[config.mk]
export PLATFORM = sky130hd
export DESIGN_NAME = csivm_mapper
export DESIGN_NICKNAME = d
export VERILOG_FILES = /design/src/csivm_pkg.sv /design/src/csivm_mapper.sv
export SDC_FILE = /design/constraint.sdc
export NUM_CORES = 1
export LEC_CHECK = 0
export BUFFER_PORTS_ARGS = -buffer_cell sky130_fd_sc_hd__clkbuf_2
export CORE_ASPECT_RATIO = 0.75
export CORE_MARGIN = 5
export CORE_UTILIZATION = 40
export DETAILED_ROUTE_END_ITERATION = 12
export SYNTH_ARGS = -nofsm -noshare
export SYNTH_HDL_FRONTEND = slang
export SYNTH_SLANG_ARGS = --single-unit
[constraint.sdc]
create_clock -name pclk -period 3.4 [get_ports pclk]
set_input_delay 0.51 -clock pclk [delete_from_list [all_inputs] [get_ports pclk]]
set_output_delay 0.51 -clock pclk [all_outputs]
set_load 0.02 [all_outputs]
[src/csivm_pkg.sv]
// Purpose: constants and helpers for the long packet framer
// Assumes: apb data 32 bits, register index = byte address / 4
// Notes: masks and polynomial are fixed by the packet format
package csivm_pkg;

	// ****************************************
	// register map (word index)
	// ****************************************
	localparam logic [7:0] IDX_RATE = 8'h1f;
	localparam logic [7:0] IDX_CTX10 = 8'h70;
	localparam logic [7:0] IDX_CTX12 = 8'h71;
	localparam logic [7:0] IDX_REMAP = 8'h72;
	localparam logic [7:0] IDX_CFG = 8'h80;
	localparam logic [7:0] IDX_STATUS = 8'h81;

	localparam logic [7:0] RST_RATE = 8'h00;
	localparam logic [7:0] RST_CTX = 8'h00;
	localparam logic [7:0] RST_REMAP = 8'he4;
	localparam logic [7:0] RST_CFG = 8'h00;

	// ****************************************
	// fields and encodings
	// ****************************************
	localparam logic [1:0] RATE_FULL = 2'h0;
	localparam logic [1:0] RATE_800 = 2'h2;
	localparam logic [1:0] RATE_400 = 2'h3;
	localparam int RATE_OVR_BIT = 2;
	localparam int CFG_PSEL_BIT = 4;
	localparam logic [11:0] MBPS_800 = 12'h320;
	localparam logic [11:0] MBPS_400 = 12'h190;
	localparam int REFERENCE_CLOCK_INPUT_MULT = 64;

	localparam logic [1:0] MODE_PKT = 2'h0;
	localparam logic [1:0] MODE_RAW8 = 2'h1;
	localparam logic [1:0] MODE_RAW10 = 2'h2;
	localparam logic [1:0] MODE_RAW12 = 2'h3;

	localparam int NPORT = 2;
	localparam int LINE_DEPTH = 32;
	localparam logic [5:0] LINE_FULL = 6'h20;
	localparam logic [5:0] HDR_LAST = 6'h03;

	localparam logic [15:0] CRC_SEED = 16'hffff;
	localparam logic [15:0] CRC_POLY = 16'h8408;
	localparam logic [5:0][23:0] ECC_MASK = {24'heffc00, 24'hdf03f0, 24'hb8e38e,
		24'h749a6d, 24'hf2555b, 24'hf12cb7};

	// ****************************************
	// header code and payload checksum
	// ****************************************
	function automatic logic [5:0] csivm_ecc(input logic [23:0] d);
		logic [5:0] e;
		e = '0;
		for (int i = 0; i < 6; i++) begin
			e[i] = ^(d & ECC_MASK[i]);
		end
		return e;
	endfunction

	function automatic logic [15:0] csivm_crc(input logic [15:0] c, input logic [7:0] b);
		logic [15:0] x;
		x = c;
		for (int i = 0; i < 8; i++) begin
			if (x[0] ^ b[i]) begin
				x = (x >> 1) ^ CRC_POLY;
			end else begin
				x = x >> 1;
			end
		end
		return x;
	endfunction

endpackage

[src/csivm_mapper.sv]
// Purpose: long packet framer with channel remap, two receive ports
// Assumes: receive inputs and link clock are asynchronous to pclk
// Notes: one line of 32 bytes buffered per port; longer lines truncate

// Operation
// - packet is header, payload bytes, footer
// - header: identifier, word count, ecc
// - ecc covers identifier and word count
// - word count equals payload byte count
// - footer is crc16 over payload
// - channel in top two identifier bits
// - data type in low six bits
// - packetized mode passes data type through
// - raw mode framed by line/frame valid
// - raw8, raw10, raw12 packings accepted
// - raw contexts hold channel per port
// - raw contexts low bits give type
// - multiplex up to four channels
// - per-port remap of incoming channel
// - one stream, sources told by channel
// - rate field selects lane rate
// - full rate scales with reference clock
// - auto lane timing at 800/full
// - 400 setting retunes pll, timers
// - full rate scales side timing
// - slow settings share bandwidth
module csivm_mapper import csivm_pkg::*; #(
	parameter int REFERENCE_CLOCK_INPUT_MHZ = 25
) (
	input wire logic pclk,
	input wire logic presetn,
	input wire logic psel,
	input wire logic penable,
	input wire logic pwrite,
	input wire logic [11:0] paddr,
	input wire logic [31:0] pwdata,
	output logic [31:0] prdata,
	output logic pready,
	output logic pslverr,
	input wire logic rx_link_clk,
	input wire logic [1:0][7:0] rx_data,
	input wire logic [1:0] rx_valid,
	input wire logic [1:0] rx_line_valid,
	input wire logic [1:0] rx_frame_valid,
	input wire logic [1:0][1:0] rx_vc,
	input wire logic [1:0][5:0] rx_dt,
	output logic [7:0] tx_data,
	output logic tx_valid,
	output logic tx_sop,
	output logic tx_eop,
	output logic [1:0] lane_rate_sel,
	output logic [11:0] lane_rate_mbps,
	output logic auto_lane_timing,
	output logic timing_override,
	output logic pll_retune,
	output logic reference_clock_input_scaled_timing,
	output logic shared_bandwidth
);

	typedef enum logic [3:0] {
		ST_IDLE = 4'h1,
		ST_HDR = 4'h2,
		ST_PAY = 4'h4,
		ST_CRC = 4'h8
	} csivm_state_t;

	typedef struct packed {
		logic lclk_s1;
		logic lclk_s2;
		logic lclk_d;
		logic [NPORT-1:0][18:0] in_s1;
		logic [NPORT-1:0][18:0] in_s2;
		logic [NPORT-1:0] lv_d;
		logic [NPORT-1:0] cap;
		logic [NPORT-1:0] line_rdy;
		logic [NPORT-1:0] ovf;
		logic [NPORT-1:0][5:0] wptr;
		logic [NPORT-1:0][5:0] len;
		logic [NPORT-1:0][7:0] di;
		logic [NPORT-1:0][LINE_DEPTH-1:0][7:0] buffer;
		logic [7:0] rate;
		logic [NPORT-1:0][7:0] ctx10;
		logic [NPORT-1:0][7:0] ctx12;
		logic [NPORT-1:0][7:0] remap;
		logic [7:0] cfg;
		logic [31:0] prdata;
		logic pready;
		logic pslverr;
		csivm_state_t state;
		logic port;
		logic last_port;
		logic [5:0] cnt;
		logic [15:0] crc;
		logic [5:0] cur_len;
		logic [7:0] cur_di;
		logic [7:0] tx_data;
		logic tx_valid;
		logic tx_sop;
		logic tx_eop;
		logic pll_retune;
		logic auto_timing;
		logic reference_clock_input_scaled;
		logic bw_shared;
		logic [11:0] mbps;
	} csivm_st_t;

	csivm_st_t r;
	csivm_st_t n;

	// ****************************************
	// next state
	// ****************************************
	always_comb begin
		logic [18:0] v;
		logic raw;
		logic rise;
		logic cap_now;
		logic [5:0] wp;
		logic [7:0] ctx;
		logic [7:0] idx;
		logic hit;
		logic sel;
		logic p;
		logic [7:0] pb;
		logic [7:0] id;
		v = '0;
		raw = 1'b0;
		rise = 1'b0;
		cap_now = 1'b0;
		wp = '0;
		ctx = '0;
		idx = paddr[9:2];
		hit = 1'b0;
		sel = r.cfg[CFG_PSEL_BIT];
		p = 1'b0;
		pb = '0;
		id = '0;
		n = r;
		n.lclk_s1 = rx_link_clk;
		n.lclk_s2 = r.lclk_s1;
		n.lclk_d = r.lclk_s2;
		for (int i = 0; i < NPORT; i++) begin
			n.in_s1[i] = {rx_data[i], rx_valid[i], rx_line_valid[i], rx_frame_valid[i], rx_vc[i], rx_dt[i]};
		end
		n.in_s2 = r.in_s1;
		n.pready = 1'b0;
		n.pslverr = 1'b0;
		n.pll_retune = 1'b0;
		n.tx_valid = 1'b0;
		n.tx_sop = 1'b0;
		n.tx_eop = 1'b0;

		n.auto_timing = (r.rate[1:0] == RATE_FULL || r.rate[1:0] == RATE_800) && !r.rate[RATE_OVR_BIT];
		n.reference_clock_input_scaled = r.rate[1:0] == RATE_FULL;
		n.bw_shared = r.rate[1];
		case (r.rate[1:0])
			RATE_FULL: n.mbps = 12'(REFERENCE_CLOCK_INPUT_MHZ * REFERENCE_CLOCK_INPUT_MULT);
			RATE_800: n.mbps = MBPS_800;
			RATE_400: n.mbps = MBPS_400;
			default: n.mbps = '0;
		endcase

		// ****************************************
		// apb slave, one wait-free access phase
		// ****************************************
		hit = paddr[11:10] == 2'h0 && paddr[1:0] == 2'h0 && (idx == IDX_RATE || idx == IDX_CTX10
			|| idx == IDX_CTX12 || idx == IDX_REMAP || idx == IDX_CFG || idx == IDX_STATUS);
		if (psel && !penable) begin
			n.pready = 1'b1;
			n.pslverr = !hit;
			case (idx)
				IDX_RATE: n.prdata = {24'h0, r.rate};
				IDX_CTX10: n.prdata = {24'h0, r.ctx10[sel]};
				IDX_CTX12: n.prdata = {24'h0, r.ctx12[sel]};
				IDX_REMAP: n.prdata = {24'h0, r.remap[sel]};
				IDX_CFG: n.prdata = {24'h0, r.cfg};
				IDX_STATUS: n.prdata = {23'h0, r.bw_shared, 4'(r.state), r.ovf, r.line_rdy};
				default: n.prdata = '0;
			endcase
			if (!hit) begin
				n.prdata = '0;
			end
		end
		if (psel && penable && r.pready && pwrite && !r.pslverr) begin
			case (idx)
				IDX_RATE: begin
					n.rate = pwdata[7:0];
					n.pll_retune = pwdata[1:0] == RATE_400;
				end
				IDX_CTX10: n.ctx10[sel] = pwdata[7:0];
				IDX_CTX12: n.ctx12[sel] = pwdata[7:0];
				IDX_REMAP: n.remap[sel] = pwdata[7:0];
				IDX_CFG: n.cfg = pwdata[7:0];
				IDX_STATUS: n.ovf = r.ovf & ~pwdata[3:2];
				default: n.cfg = r.cfg;
			endcase
		end

		// ****************************************
		// packet transmitter
		// ****************************************
		case (r.state)
			ST_IDLE: begin
				if (|r.line_rdy) begin
					p = r.line_rdy[!r.last_port] ? !r.last_port : r.last_port;
					n.port = p;
					n.last_port = p;
					n.cur_len = r.len[p];
					n.cur_di = r.di[p];
					n.cnt = '0;
					n.state = ST_HDR;
				end
			end
			ST_HDR: begin
				n.tx_valid = 1'b1;
				n.cnt = 6'(r.cnt + 6'h01);
				case (r.cnt[1:0])
					2'h0: begin
						n.tx_data = r.cur_di;
						n.tx_sop = 1'b1;
					end
					2'h1: n.tx_data = {2'h0, r.cur_len};
					2'h2: n.tx_data = 8'h00;
					default: n.tx_data = {2'h0, csivm_ecc({8'h00, 2'h0, r.cur_len, r.cur_di})};
				endcase
				if (r.cnt == HDR_LAST) begin
					n.cnt = '0;
					n.crc = CRC_SEED;
					n.state = (r.cur_len == 6'h00) ? ST_CRC : ST_PAY;
				end
			end
			ST_PAY: begin
				pb = r.buffer[r.port][r.cnt[4:0]];
				n.tx_valid = 1'b1;
				n.tx_data = pb;
				n.crc = csivm_crc(r.crc, pb);
				n.cnt = 6'(r.cnt + 6'h01);
				if (r.cnt == 6'(r.cur_len - 6'h01)) begin
					n.cnt = '0;
					n.state = ST_CRC;
				end
			end
			ST_CRC: begin
				n.tx_valid = 1'b1;
				if (r.cnt == 6'h00) begin
					n.tx_data = r.crc[7:0];
					n.cnt = 6'h01;
				end else begin
					n.tx_data = r.crc[15:8];
					n.tx_eop = 1'b1;
					n.line_rdy[r.port] = 1'b0;
					n.state = ST_IDLE;
				end
			end
			default: n.state = ST_IDLE;
		endcase

		// ****************************************
		// line capture on link clock rising edge
		// ****************************************
		for (int i = 0; i < NPORT; i++) begin
			v = r.in_s2[i];
			raw = r.cfg[2*i +: 2] != MODE_PKT;
			ctx = (r.cfg[2*i +: 2] == MODE_RAW12) ? r.ctx12[i] : r.ctx10[i];
			id = raw ? ctx : {r.remap[i][{v[7:6], 1'b0} +: 2], v[5:0]};
			if (r.lclk_s2 && !r.lclk_d) begin
				n.lv_d[i] = v[9];
				rise = v[9] && !r.lv_d[i];
				cap_now = rise ? (!r.line_rdy[i] && (!raw || v[8])) : r.cap[i];
				wp = rise ? 6'h00 : r.wptr[i];
				n.cap[i] = cap_now;
				n.wptr[i] = wp;
				// id at line start, else empty lines go stale
				if (rise && cap_now) begin
					n.di[i] = id;
				end
				if (rise && r.line_rdy[i]) begin
					n.ovf[i] = 1'b1;
				end
				if (v[9] && cap_now && v[10]) begin
					if (wp == LINE_FULL) begin
						n.ovf[i] = 1'b1;
					end else begin
						n.buffer[i][wp[4:0]] = v[18:11];
						n.wptr[i] = 6'(wp + 6'h01);
					end
					if (wp == 6'h00) begin
						n.di[i] = id;
					end
				end
				if (!v[9] && r.lv_d[i] && r.cap[i]) begin
					n.cap[i] = 1'b0;
					n.line_rdy[i] = 1'b1;
					n.len[i] = r.wptr[i];
				end
			end
		end
	end

	// ****************************************
	// state register
	// ****************************************
	always_ff @(posedge pclk or negedge presetn) begin
		if (!presetn) begin
			r <= '0;
			r.state <= ST_IDLE;
			r.rate <= RST_RATE;
			r.ctx10 <= {RST_CTX, RST_CTX};
			r.ctx12 <= {RST_CTX, RST_CTX};
			r.remap <= {RST_REMAP, RST_REMAP};
			r.cfg <= RST_CFG;
		end else begin
			r <= n;
		end
	end

	assign prdata = r.prdata;
	assign pready = r.pready;
	assign pslverr = r.pslverr;
	assign tx_data = r.tx_data;
	assign tx_valid = r.tx_valid;
	assign tx_sop = r.tx_sop;
	assign tx_eop = r.tx_eop;
	assign lane_rate_sel = r.rate[1:0];
	assign lane_rate_mbps = r.mbps;
	assign auto_lane_timing = r.auto_timing;
	assign timing_override = r.rate[RATE_OVR_BIT];
	assign pll_retune = r.pll_retune;
	assign reference_clock_input_scaled_timing = r.reference_clock_input_scaled;
	assign shared_bandwidth = r.bw_shared;

	// ****************************************
	// checks
	// ****************************************
	hdr_length_a: assert property (@(posedge pclk) disable iff (!presetn)
		tx_sop |-> tx_valid [*4] ##1 tx_valid)
		else $error("header shorter than four bytes");
	wc_field_a: assert property (@(posedge pclk) disable iff (!presetn)
		tx_sop |=> tx_data == {2'h0, r.cur_len} ##1 tx_data == 8'h00)
		else $error("word count byte wrong");
	ecc_byte_a: assert property (@(posedge pclk) disable iff (!presetn)
		tx_sop |-> ##3 tx_data == {2'h0, csivm_ecc({8'h00, 2'h0, r.cur_len, r.cur_di})})
		else $error("header ecc wrong");
	raw_context_a: assert property (@(posedge pclk) disable iff (!presetn)
		tx_sop && r.cfg[2*r.port +: 2] == MODE_RAW12 |-> tx_data == r.ctx12[r.port])
		else $error("raw context byte wrong");
	eop_close_a: assert property (@(posedge pclk) disable iff (!presetn)
		tx_eop |-> $past(tx_valid) && !tx_sop ##1 !tx_valid)
		else $error("footer not closing packet");
	pll_retune_a: assert property (@(posedge pclk) disable iff (!presetn)
		pll_retune |-> lane_rate_sel == RATE_400 ##1 !pll_retune)
		else $error("retune without 400 setting");
	auto_timing_a: assert property (@(posedge pclk) disable iff (!presetn)
		lane_rate_sel == RATE_800 && !timing_override |=> auto_lane_timing)
		else $error("auto timing missing at 800");
	full_rate_a: assert property (@(posedge pclk) disable iff (!presetn)
		lane_rate_sel == RATE_FULL |=> lane_rate_mbps == 12'(REFERENCE_CLOCK_INPUT_MHZ * REFERENCE_CLOCK_INPUT_MULT) && reference_clock_input_scaled_timing)
		else $error("full rate not scaled from reference_clock_input");
	apb_answer_a: assert property (@(posedge pclk) disable iff (!presetn)
		psel && !penable |=> pready ##1 !pready)
		else $error("apb answer not one cycle");

endmodule

==> results.tsv, run 1 <==
stage	metric	value	unit
outcome	status	finished clean	
layout	area grow syn2layout	16.0	%
worst_setup_path	Buf/Inv on CP	5	
sta	fin crit period	3.39	ns
placed_design	IO Port Bufs	99	
worst_setup_path	CP Launch Type	flop	
layout	share of layout cells above drive strength 1	41.4	%
global_routing	first-pass GRT wire length	154	mm
layout	leading cell type in the layout, fill and taps excluded	dfrtp_1	
global_routing	antenna violations before repair	5	
global_routing	vias in the first global route	23600	
floorplan	# IOs	152	
layout	Fillers	7710	
clock_tree	TritonCTS Buffers	81	
placed_design	Place WS	-0.365	ns
worst_setup_path	Required @ worst endpoint	3.97	ns
logic_synthesis	Synth Area per Inst	13.8	um2
clock_tree	Root Buffer	clkbuf_16	
worst_setup_path	peak fanout along the critical path	12	
pwr	leakage	19.6	nW
clock_tree	CTS Sinks	774	
detailed_routing	# DRC	0	
clock_tree	Clk Latency, worst-skew pair	0.65	ns
logic_synthesis	Seq cells post-synth	774	
layout	Final #Nets	2873	
floorplan	core area	0.0880	mm2
sta	FMAX	295	MHz
floorplan	die area	0.0950	mm2
global_routing	Tot GR Track Use	21.4	%
logic_synthesis	Synth async-reset ratio	100	%
layout	Util after Layout	46.9	%
sta	RSZ-0062 raised after global routing	true	
detailed_routing	TritonRoute pass-1 iters	7	
logic_synthesis	Gate Count Post-Synth	2578	
sta	Max Transition Viols Final	0	
pwr	pwr/cell area	657	mW/mm2
worst_setup_path	Critical-path top delay cell	dfrtp_4	
sta	fin worst setup slack	0.00764	ns
floorplan	Die Y	268	um
worst_setup_path	worst path arrival time	3.96	ns
layout	footprint of the multi-input gates	0.0153	mm2
placed_design	Final GP Congestion	0.893	
sta	measured slew at the worst slew-check pin	1.01	ns
hold_path	Worst Hold Class	in -> reg	
worst_setup_path	Crit path max-delay family	compound AO/OA/AOI/OAI gates	
worst_setup_path	crit-path cells	buf_8 > buf_4 > inv_1 > buf_6 > a2111oi_0 > a31oi_1 > nand4_1 > a41oi_1 > buf_4 > xnor2_1 > xor3_1 > a21oi_1	
sta	setup TNS	0	ns
worst_setup_path	Worst path max stage delay	0.54	ns
detailed_routing	WL/cell	25.6	um
placed_design	DP Wirelength	69.9	mm
sta	# setup viols final	0	
clock_tree	CTS tree	yes	
detailed_routing	Vias/cell	5.74	
flow_run	maxcap violations	0	
clock_tree	Clock Path Buffers	3	
sta	relative slew slack	32.7	%
logic_synthesis	share of the yosys chip area belonging to registers	54.5	%
detailed_routing	Routed Wire Length	102	mm
global_routing	largest net degree at the start of global routing	124	
logic_synthesis	count of different cell masters after synthesis	68	
sta	final hold vios	0	
layout	sequential standard cell area	0.0194	mm2
logic_synthesis	synthesized area	0.0356	mm2
logic_synthesis	Post-synth EDFFs	0	
worst_setup_path	crit path kind	reg -> reg	
detailed_routing	via count	22900	
worst_setup_path	most used cell along the critical path	buf_4	
layout	most frequent cells in the layout	dfrtp_1 (751), mux2_2 (619), nand2_1 (172)	
clock_tree	H-tree level count	3	
sta	period utilisation layout	99.8	%
detailed_routing	Detail Route Antenna Nets	0	
floorplan	Initial Util	40.4	%
logic_synthesis	synthesis warning total	0	
clock_tree	clock-pin slew on the worst setup and hold paths	0.06	ns
floorplan	Placement Rows	94	
worst_setup_path	Critical Path Sink Type	flop	
sta	Layout Skew	0.0361	ns
logic_synthesis	ys flop type	dfrtp_1	
detailed_routing	initial DRC count	1998	
pwr	Worst VDD drop	0.388	mV
floorplan	chip width	354	um
global_routing	total gr overflow	0	
layer usage:
layer  global-route usage, %  part of all wire (%)
met1                    31.6                    46
met2                    31.3                    43
met3                    6.01                   8.3
met4                    5.92                   2.4
met5                   0.244                 0.025
what timing repair did:
item | in CTS | in global routing
setup buffers | 0 | 6
hold endpoints to repair | 81 | 0
gates resized for setup | 26 | 22
pin swaps | 0 | 2
endpoints found under the setup margin | 246 | 268
cloned | 0 | 0
hold buffers | 40 | 0
cell families (layout without fill, tap and decap cells):
family / Yosys count / after routing / share of synthesized area, %
muxes: 842 / 842 / 29.9
DFF: 774 / 774 / 54.5
and+or+nand+nor: 383 / 383 / 4.90
AOI/OAI and AO/OA: 270 / 270 / 5.01
buffers and inverters: 232 / 461 / 3.35
xor gates and xnor gates: 60 / 60 / 1.80
adders and majority gates: 16 / 16 / 0.563
other: 1 / 30 / 0.0105
cells in the mapped netlist, types with 11 or more instances:
| cell | n | area [um2] |
|---|---|---|
| a211oi_1 | 12 | 90.1 |
| a21o_1 | 11 | 82.6 |
| a21oi_1 | 66 | 330 |
| a222oi_1 | 11 | 110 |
| a22oi_1 | 15 | 113 |
| and2_1 | 14 | 87.6 |
| buf_2 | 17 | 85.1 |
| buf_4 | 72 | 541 |
| clkbuf_1 | 109 | 409 |
| dfrtp_1 | 765 | 19100 |
| ha_1 | 16 | 200 |
| inv_1 | 20 | 75.1 |
| mux2_2 | 620 | 6980 |
| mux2i_1 | 109 | 1090 |
| mux4_2 | 113 | 2540 |
| nand2_1 | 176 | 661 |
| nand2b_1 | 14 | 87.6 |
| nand3_1 | 20 | 100 |
| nor2_1 | 67 | 251 |
| nor2b_1 | 18 | 113 |
| nor3_1 | 40 | 200 |
| o21ai_0 | 66 | 330 |
| o22ai_1 | 12 | 75.1 |
| xnor2_1 | 35 | 307 |
| xor2_1 | 16 | 140 |
power by group:
group          total, mW  internal (mW)  switching (mW)  leakage [nW]
Clock               9.24           5.45            3.79          1.34
Sequential          10.5           9.84           0.689          10.4
Combinational       7.36           3.52            3.84          7.87
Total               27.1           18.8            8.32          19.6
path summary, 6_finish.rpt:
kind	start	to	slack, ns	cells after the start
min in group asynchronous	presetn	r[582]$_DFFE_PN0P_	0.42	2
min reg2reg	n[738]$_DFF_PN0_	r[738]$_DFF_PN0_	0.34	0
min	pwdata[4]	r[139]$_DFFE_PN0P_	0.23	2
max in group asynchronous	presetn	r[293]$_DFFE_PN0P_	1.85	3
max reg2reg	r[57]$_DFFE_PN0P_	r[51]$_DFFE_PN0P_	0.008	12
max	r[57]$_DFFE_PN0P_	r[51]$_DFFE_PN0P_	0.008	12
final cells by class:
class | instances | share of cell area (%)
Sequential cell | 774 | 47.0
Multi-Input combinational cell | 1599 | 37.0
Clock buffer | 116 | 5.60
Timing Repair Buffer | 290 | 5.53
Tap cell | 1152 | 3.49
Clock inverter | 32 | 1.09
Inverter | 23 | 0.209
Antenna cell | 2 | 0.0121
through the flow:
| step | cells | cell area [um2] | total power [mW] | hold slack (ns) |
|---|---|---|---|---|
| CTS | 3980 | 41100 | 27.2 | 0.190 |
| global placement | 3792 | 37800 | 17.6 | 0.332 |
| finish | 3988 | 41300 | 27.1 | 0.234 |
| global route | 3986 | 41200 | 28.3 | 0.244 |
| detailed placement | 3792 | 37800 | 17.8 | 0.335 |
| floorplan | 2605 | 35700 | 15.2 | 0.214 |
state kept, by name (all words and copies together) (netlist names):
register	count
timing_override	1
lane_rate_mbps	5
tx_eop	1
r	701
pll_retune	1
lane_rate_sel	2
tx_data	8
tx_sop	1
auto_lane_timing	1
tx_valid	1
shared_bandwidth	1
pslverr	1
pready	1
prdata	9
n	40
Power figures use the tool's default switching activity.
==> run 2, diff against run 1 <==
--- a/config.mk
+++ b/config.mk
@@ -10,6 +10,7 @@
 export CORE_MARGIN = 5
 export CORE_UTILIZATION = 40
 export DETAILED_ROUTE_END_ITERATION = 12
+export SETUP_SLACK_MARGIN = 0.02
 export SYNTH_ARGS = -nofsm -noshare
 export SYNTH_HDL_FRONTEND = slang
 export SYNTH_SLANG_ARGS = --single-unit
==> run 2 against run 1 <==
Compared with the run above: register-to-register slack better by 0.08 ns; combinational power grew 2.9%; first-iteration DRC count is 2.3% lower; cell count up 0.25%; core utilization is 0.21 points higher; design area is 0.44% higher; clock power hardly changed; total power increased by 0.84%; critical endpoint is now r[43]$_DFFE_PN0P_; largest cell class unchanged; highest routed layer unchanged.
==> results.tsv, run 2 (same netlist as run 1, synthesis figures left out) <==
stage	metric	value	unit
layout	most frequent cells in the layout	dfrtp_1 (751), mux2_2 (619), nand2_1 (172)	
sta	fin crit period	3.31	ns
worst_setup_path	Worst path max stage delay	0.51	ns
placed_design	IO Port Bufs	99	
worst_setup_path	Critical-path top delay cell	dfrtp_4	
global_routing	largest net degree at the start of global routing	124	
pwr	Worst VDD drop	0.386	mV
sta	Hold Slack	0.248	ns
clock_tree	CTS Sinks	774	
placed_design	Final GP Congestion	0.893	
sta	setup TNS	0	ns
layout	Util after Layout	47.1	%
global_routing	vias in the first global route	23600	
layout	Largest Register	r	
layout	max FFs per register	701	
sta	fin worst setup slack	0.0907	ns
detailed_routing	TritonRoute pass-1 iters	9	
clock_tree	Clk Latency, worst-skew pair	0.65	ns
clock_tree	Clock Path Buffers	3	
worst_setup_path	crit-path cells	buf_12 > buf_6 > mux4_2 > mux2_2 > a221o_1 > o311ai_4 > buf_4 > xor2_1 > xnor3_2 > xnor2_1 > a21oi_1	
worst_setup_path	Crit path max-delay family	multiplexers	
worst_setup_path	Required @ worst endpoint	3.96	ns
global_routing	first-pass GRT wire length	154	mm
global_routing	Tot GR Track Use	21.5	%
floorplan	Die Y	268	um
layout	area grow syn2layout	16.5	%
layout	Design Area, Final	0.0414	mm2
placed_design	placed inst area	0.0378	mm2
floorplan	die area	0.0950	mm2
worst_setup_path	crit path kind	reg -> reg	
sta	# setup viols final	0	
detailed_routing	WL/cell	25.7	um
clock_tree	TritonCTS Buffers	81	
placed_design	DP Wirelength	69.9	mm
detailed_routing	Detail Route Antenna Nets	0	
worst_setup_path	Critical Path Sink Type	flop	
pwr	pwr/cell area	660	mW/mm2
sta	Layout Skew	0.0348	ns
detailed_routing	Vias/cell	5.74	
floorplan	Initial Util	40.4	%
layout	fin cells	3998	
sta	FMAX	302	MHz
layout	Final #Nets	2883	
global_routing	total gr overflow	0	
detailed_routing	initial DRC count	1953	
sta	relative slew slack	33.0	%
layout	share of layout cells above drive strength 1	41.8	%
worst_setup_path	Buf/Inv on CP	3	
sta	RSZ-0062 raised after global routing	true	
clock_tree	H-tree level count	3	
clock_tree	Root Buffer	clkbuf_16	
layout	leading cell type in the layout, fill and taps excluded	dfrtp_1	
outcome	status	finished clean	
floorplan	chip width	354	um
floorplan	Placement Rows	94	
worst_setup_path	CP Launch Type	flop	
worst_setup_path	worst path arrival time	3.87	ns
floorplan	# IOs	152	
worst_setup_path	peak fanout along the critical path	9	
sta	final hold vios	0	
placed_design	placed insts	3792	
sta	measured slew at the worst slew-check pin	0.999	ns
hold_path	Worst Hold Class	in -> reg	
detailed_routing	via count	22900	
pwr	leakage	19.7	nW
placed_design	Place WS	-0.365	ns
clock_tree	clock-pin slew on the worst setup and hold paths	0.07	ns
flow_run	maxcap violations	0	
sta	period utilisation layout	97.3	%
global_routing	antenna violations before repair	5	
detailed_routing	Routed Wire Length	103	mm
floorplan	core area	0.0880	mm2
clock_tree	CTS tree	yes	
sta	Max Transition Viols Final	0	
pwr	Pwr Total	27.3	mW
detailed_routing	# DRC	0	
-- run 2: cell count changes in the layout (fill, tap and decap cells not counted), moves of 2 or more --
cell,previous run,this run
buf_6,4,6
mux2i_4,0,3
mux2i_2,4,1
buf_4,128,135
-- run 2: repair_timing --
action,in CTS,in global routing
endpoints found under the setup margin,261,277
hold endpoints to repair,81,0
setup buffers,0,15
resized for setup,31,32
gates cloned,0,1
hold buffers,40,0
pin swaps,1,9
-- run 2: routing by layer --
metal | wire [um] | part of all wire (%) | track usage [%] | vias up
li1 | - | - | - | 9773
met5 | 45 | 0.044 | 0.244 | -
met3 | 8310 | 8.1 | 5.99 | 148
met4 | 2610 | 2.5 | 5.92 | 4
met2 | 44500 | 43 | 31.3 | 788
met1 | 47300 | 46 | 31.6 | 12200
-- run 2: worst paths after layout --
check                                     end  slack [ns]              start  depth (start not counted)
max in group asynchronous  r[284]$_DFFE_PN0P_        1.89            presetn                          3
hold reg to reg              r[738]$_DFF_PN0_        0.34   n[738]$_DFF_PN0_                          0
setup / recovery            r[43]$_DFFE_PN0P_        0.09  r[63]$_DFFE_PN0P_                         11
hold / removal             r[139]$_DFFE_PN0P_        0.25          pwdata[4]                          2
setup reg to reg            r[43]$_DFFE_PN0P_        0.09  r[63]$_DFFE_PN0P_                         11
min in group asynchronous  r[582]$_DFFE_PN0P_        0.41            presetn                          2
-- run 2: worst reg2reg max path, stage by stage, from the launching register on --
cell      delay, ns
dfrtp_4        0.51
buf_12         0.17
buf_6          0.17
mux4_2         0.51
mux2_2         0.34
a221o_1        0.42
o311ai_4       0.13
buf_4          0.17
xor2_1         0.16
xnor3_2        0.32
xnor2_1        0.15
a21oi_1        0.17
-- run 2: layout make-up --
cell class / instances / area (um2)
repair buffers: 300 / 2390
flip-flops and latches: 774 / 19400
clock buffers: 116 / 2310
fillers: 7691 / 46500
well taps: 1152 / 1440
diodes: 2 / 5.00
clock inverters: 32 / 452
multi-input cells: 1599 / 15300
inverters: 23 / 86.3
-- run 2: power breakdown --
group | switching, mW | internal (mW) | total [mW]
registers | 0.692 | 9.84 | 10.5
clock network | 3.80 | 5.45 | 9.25
logic | 3.92 | 3.65 | 7.57
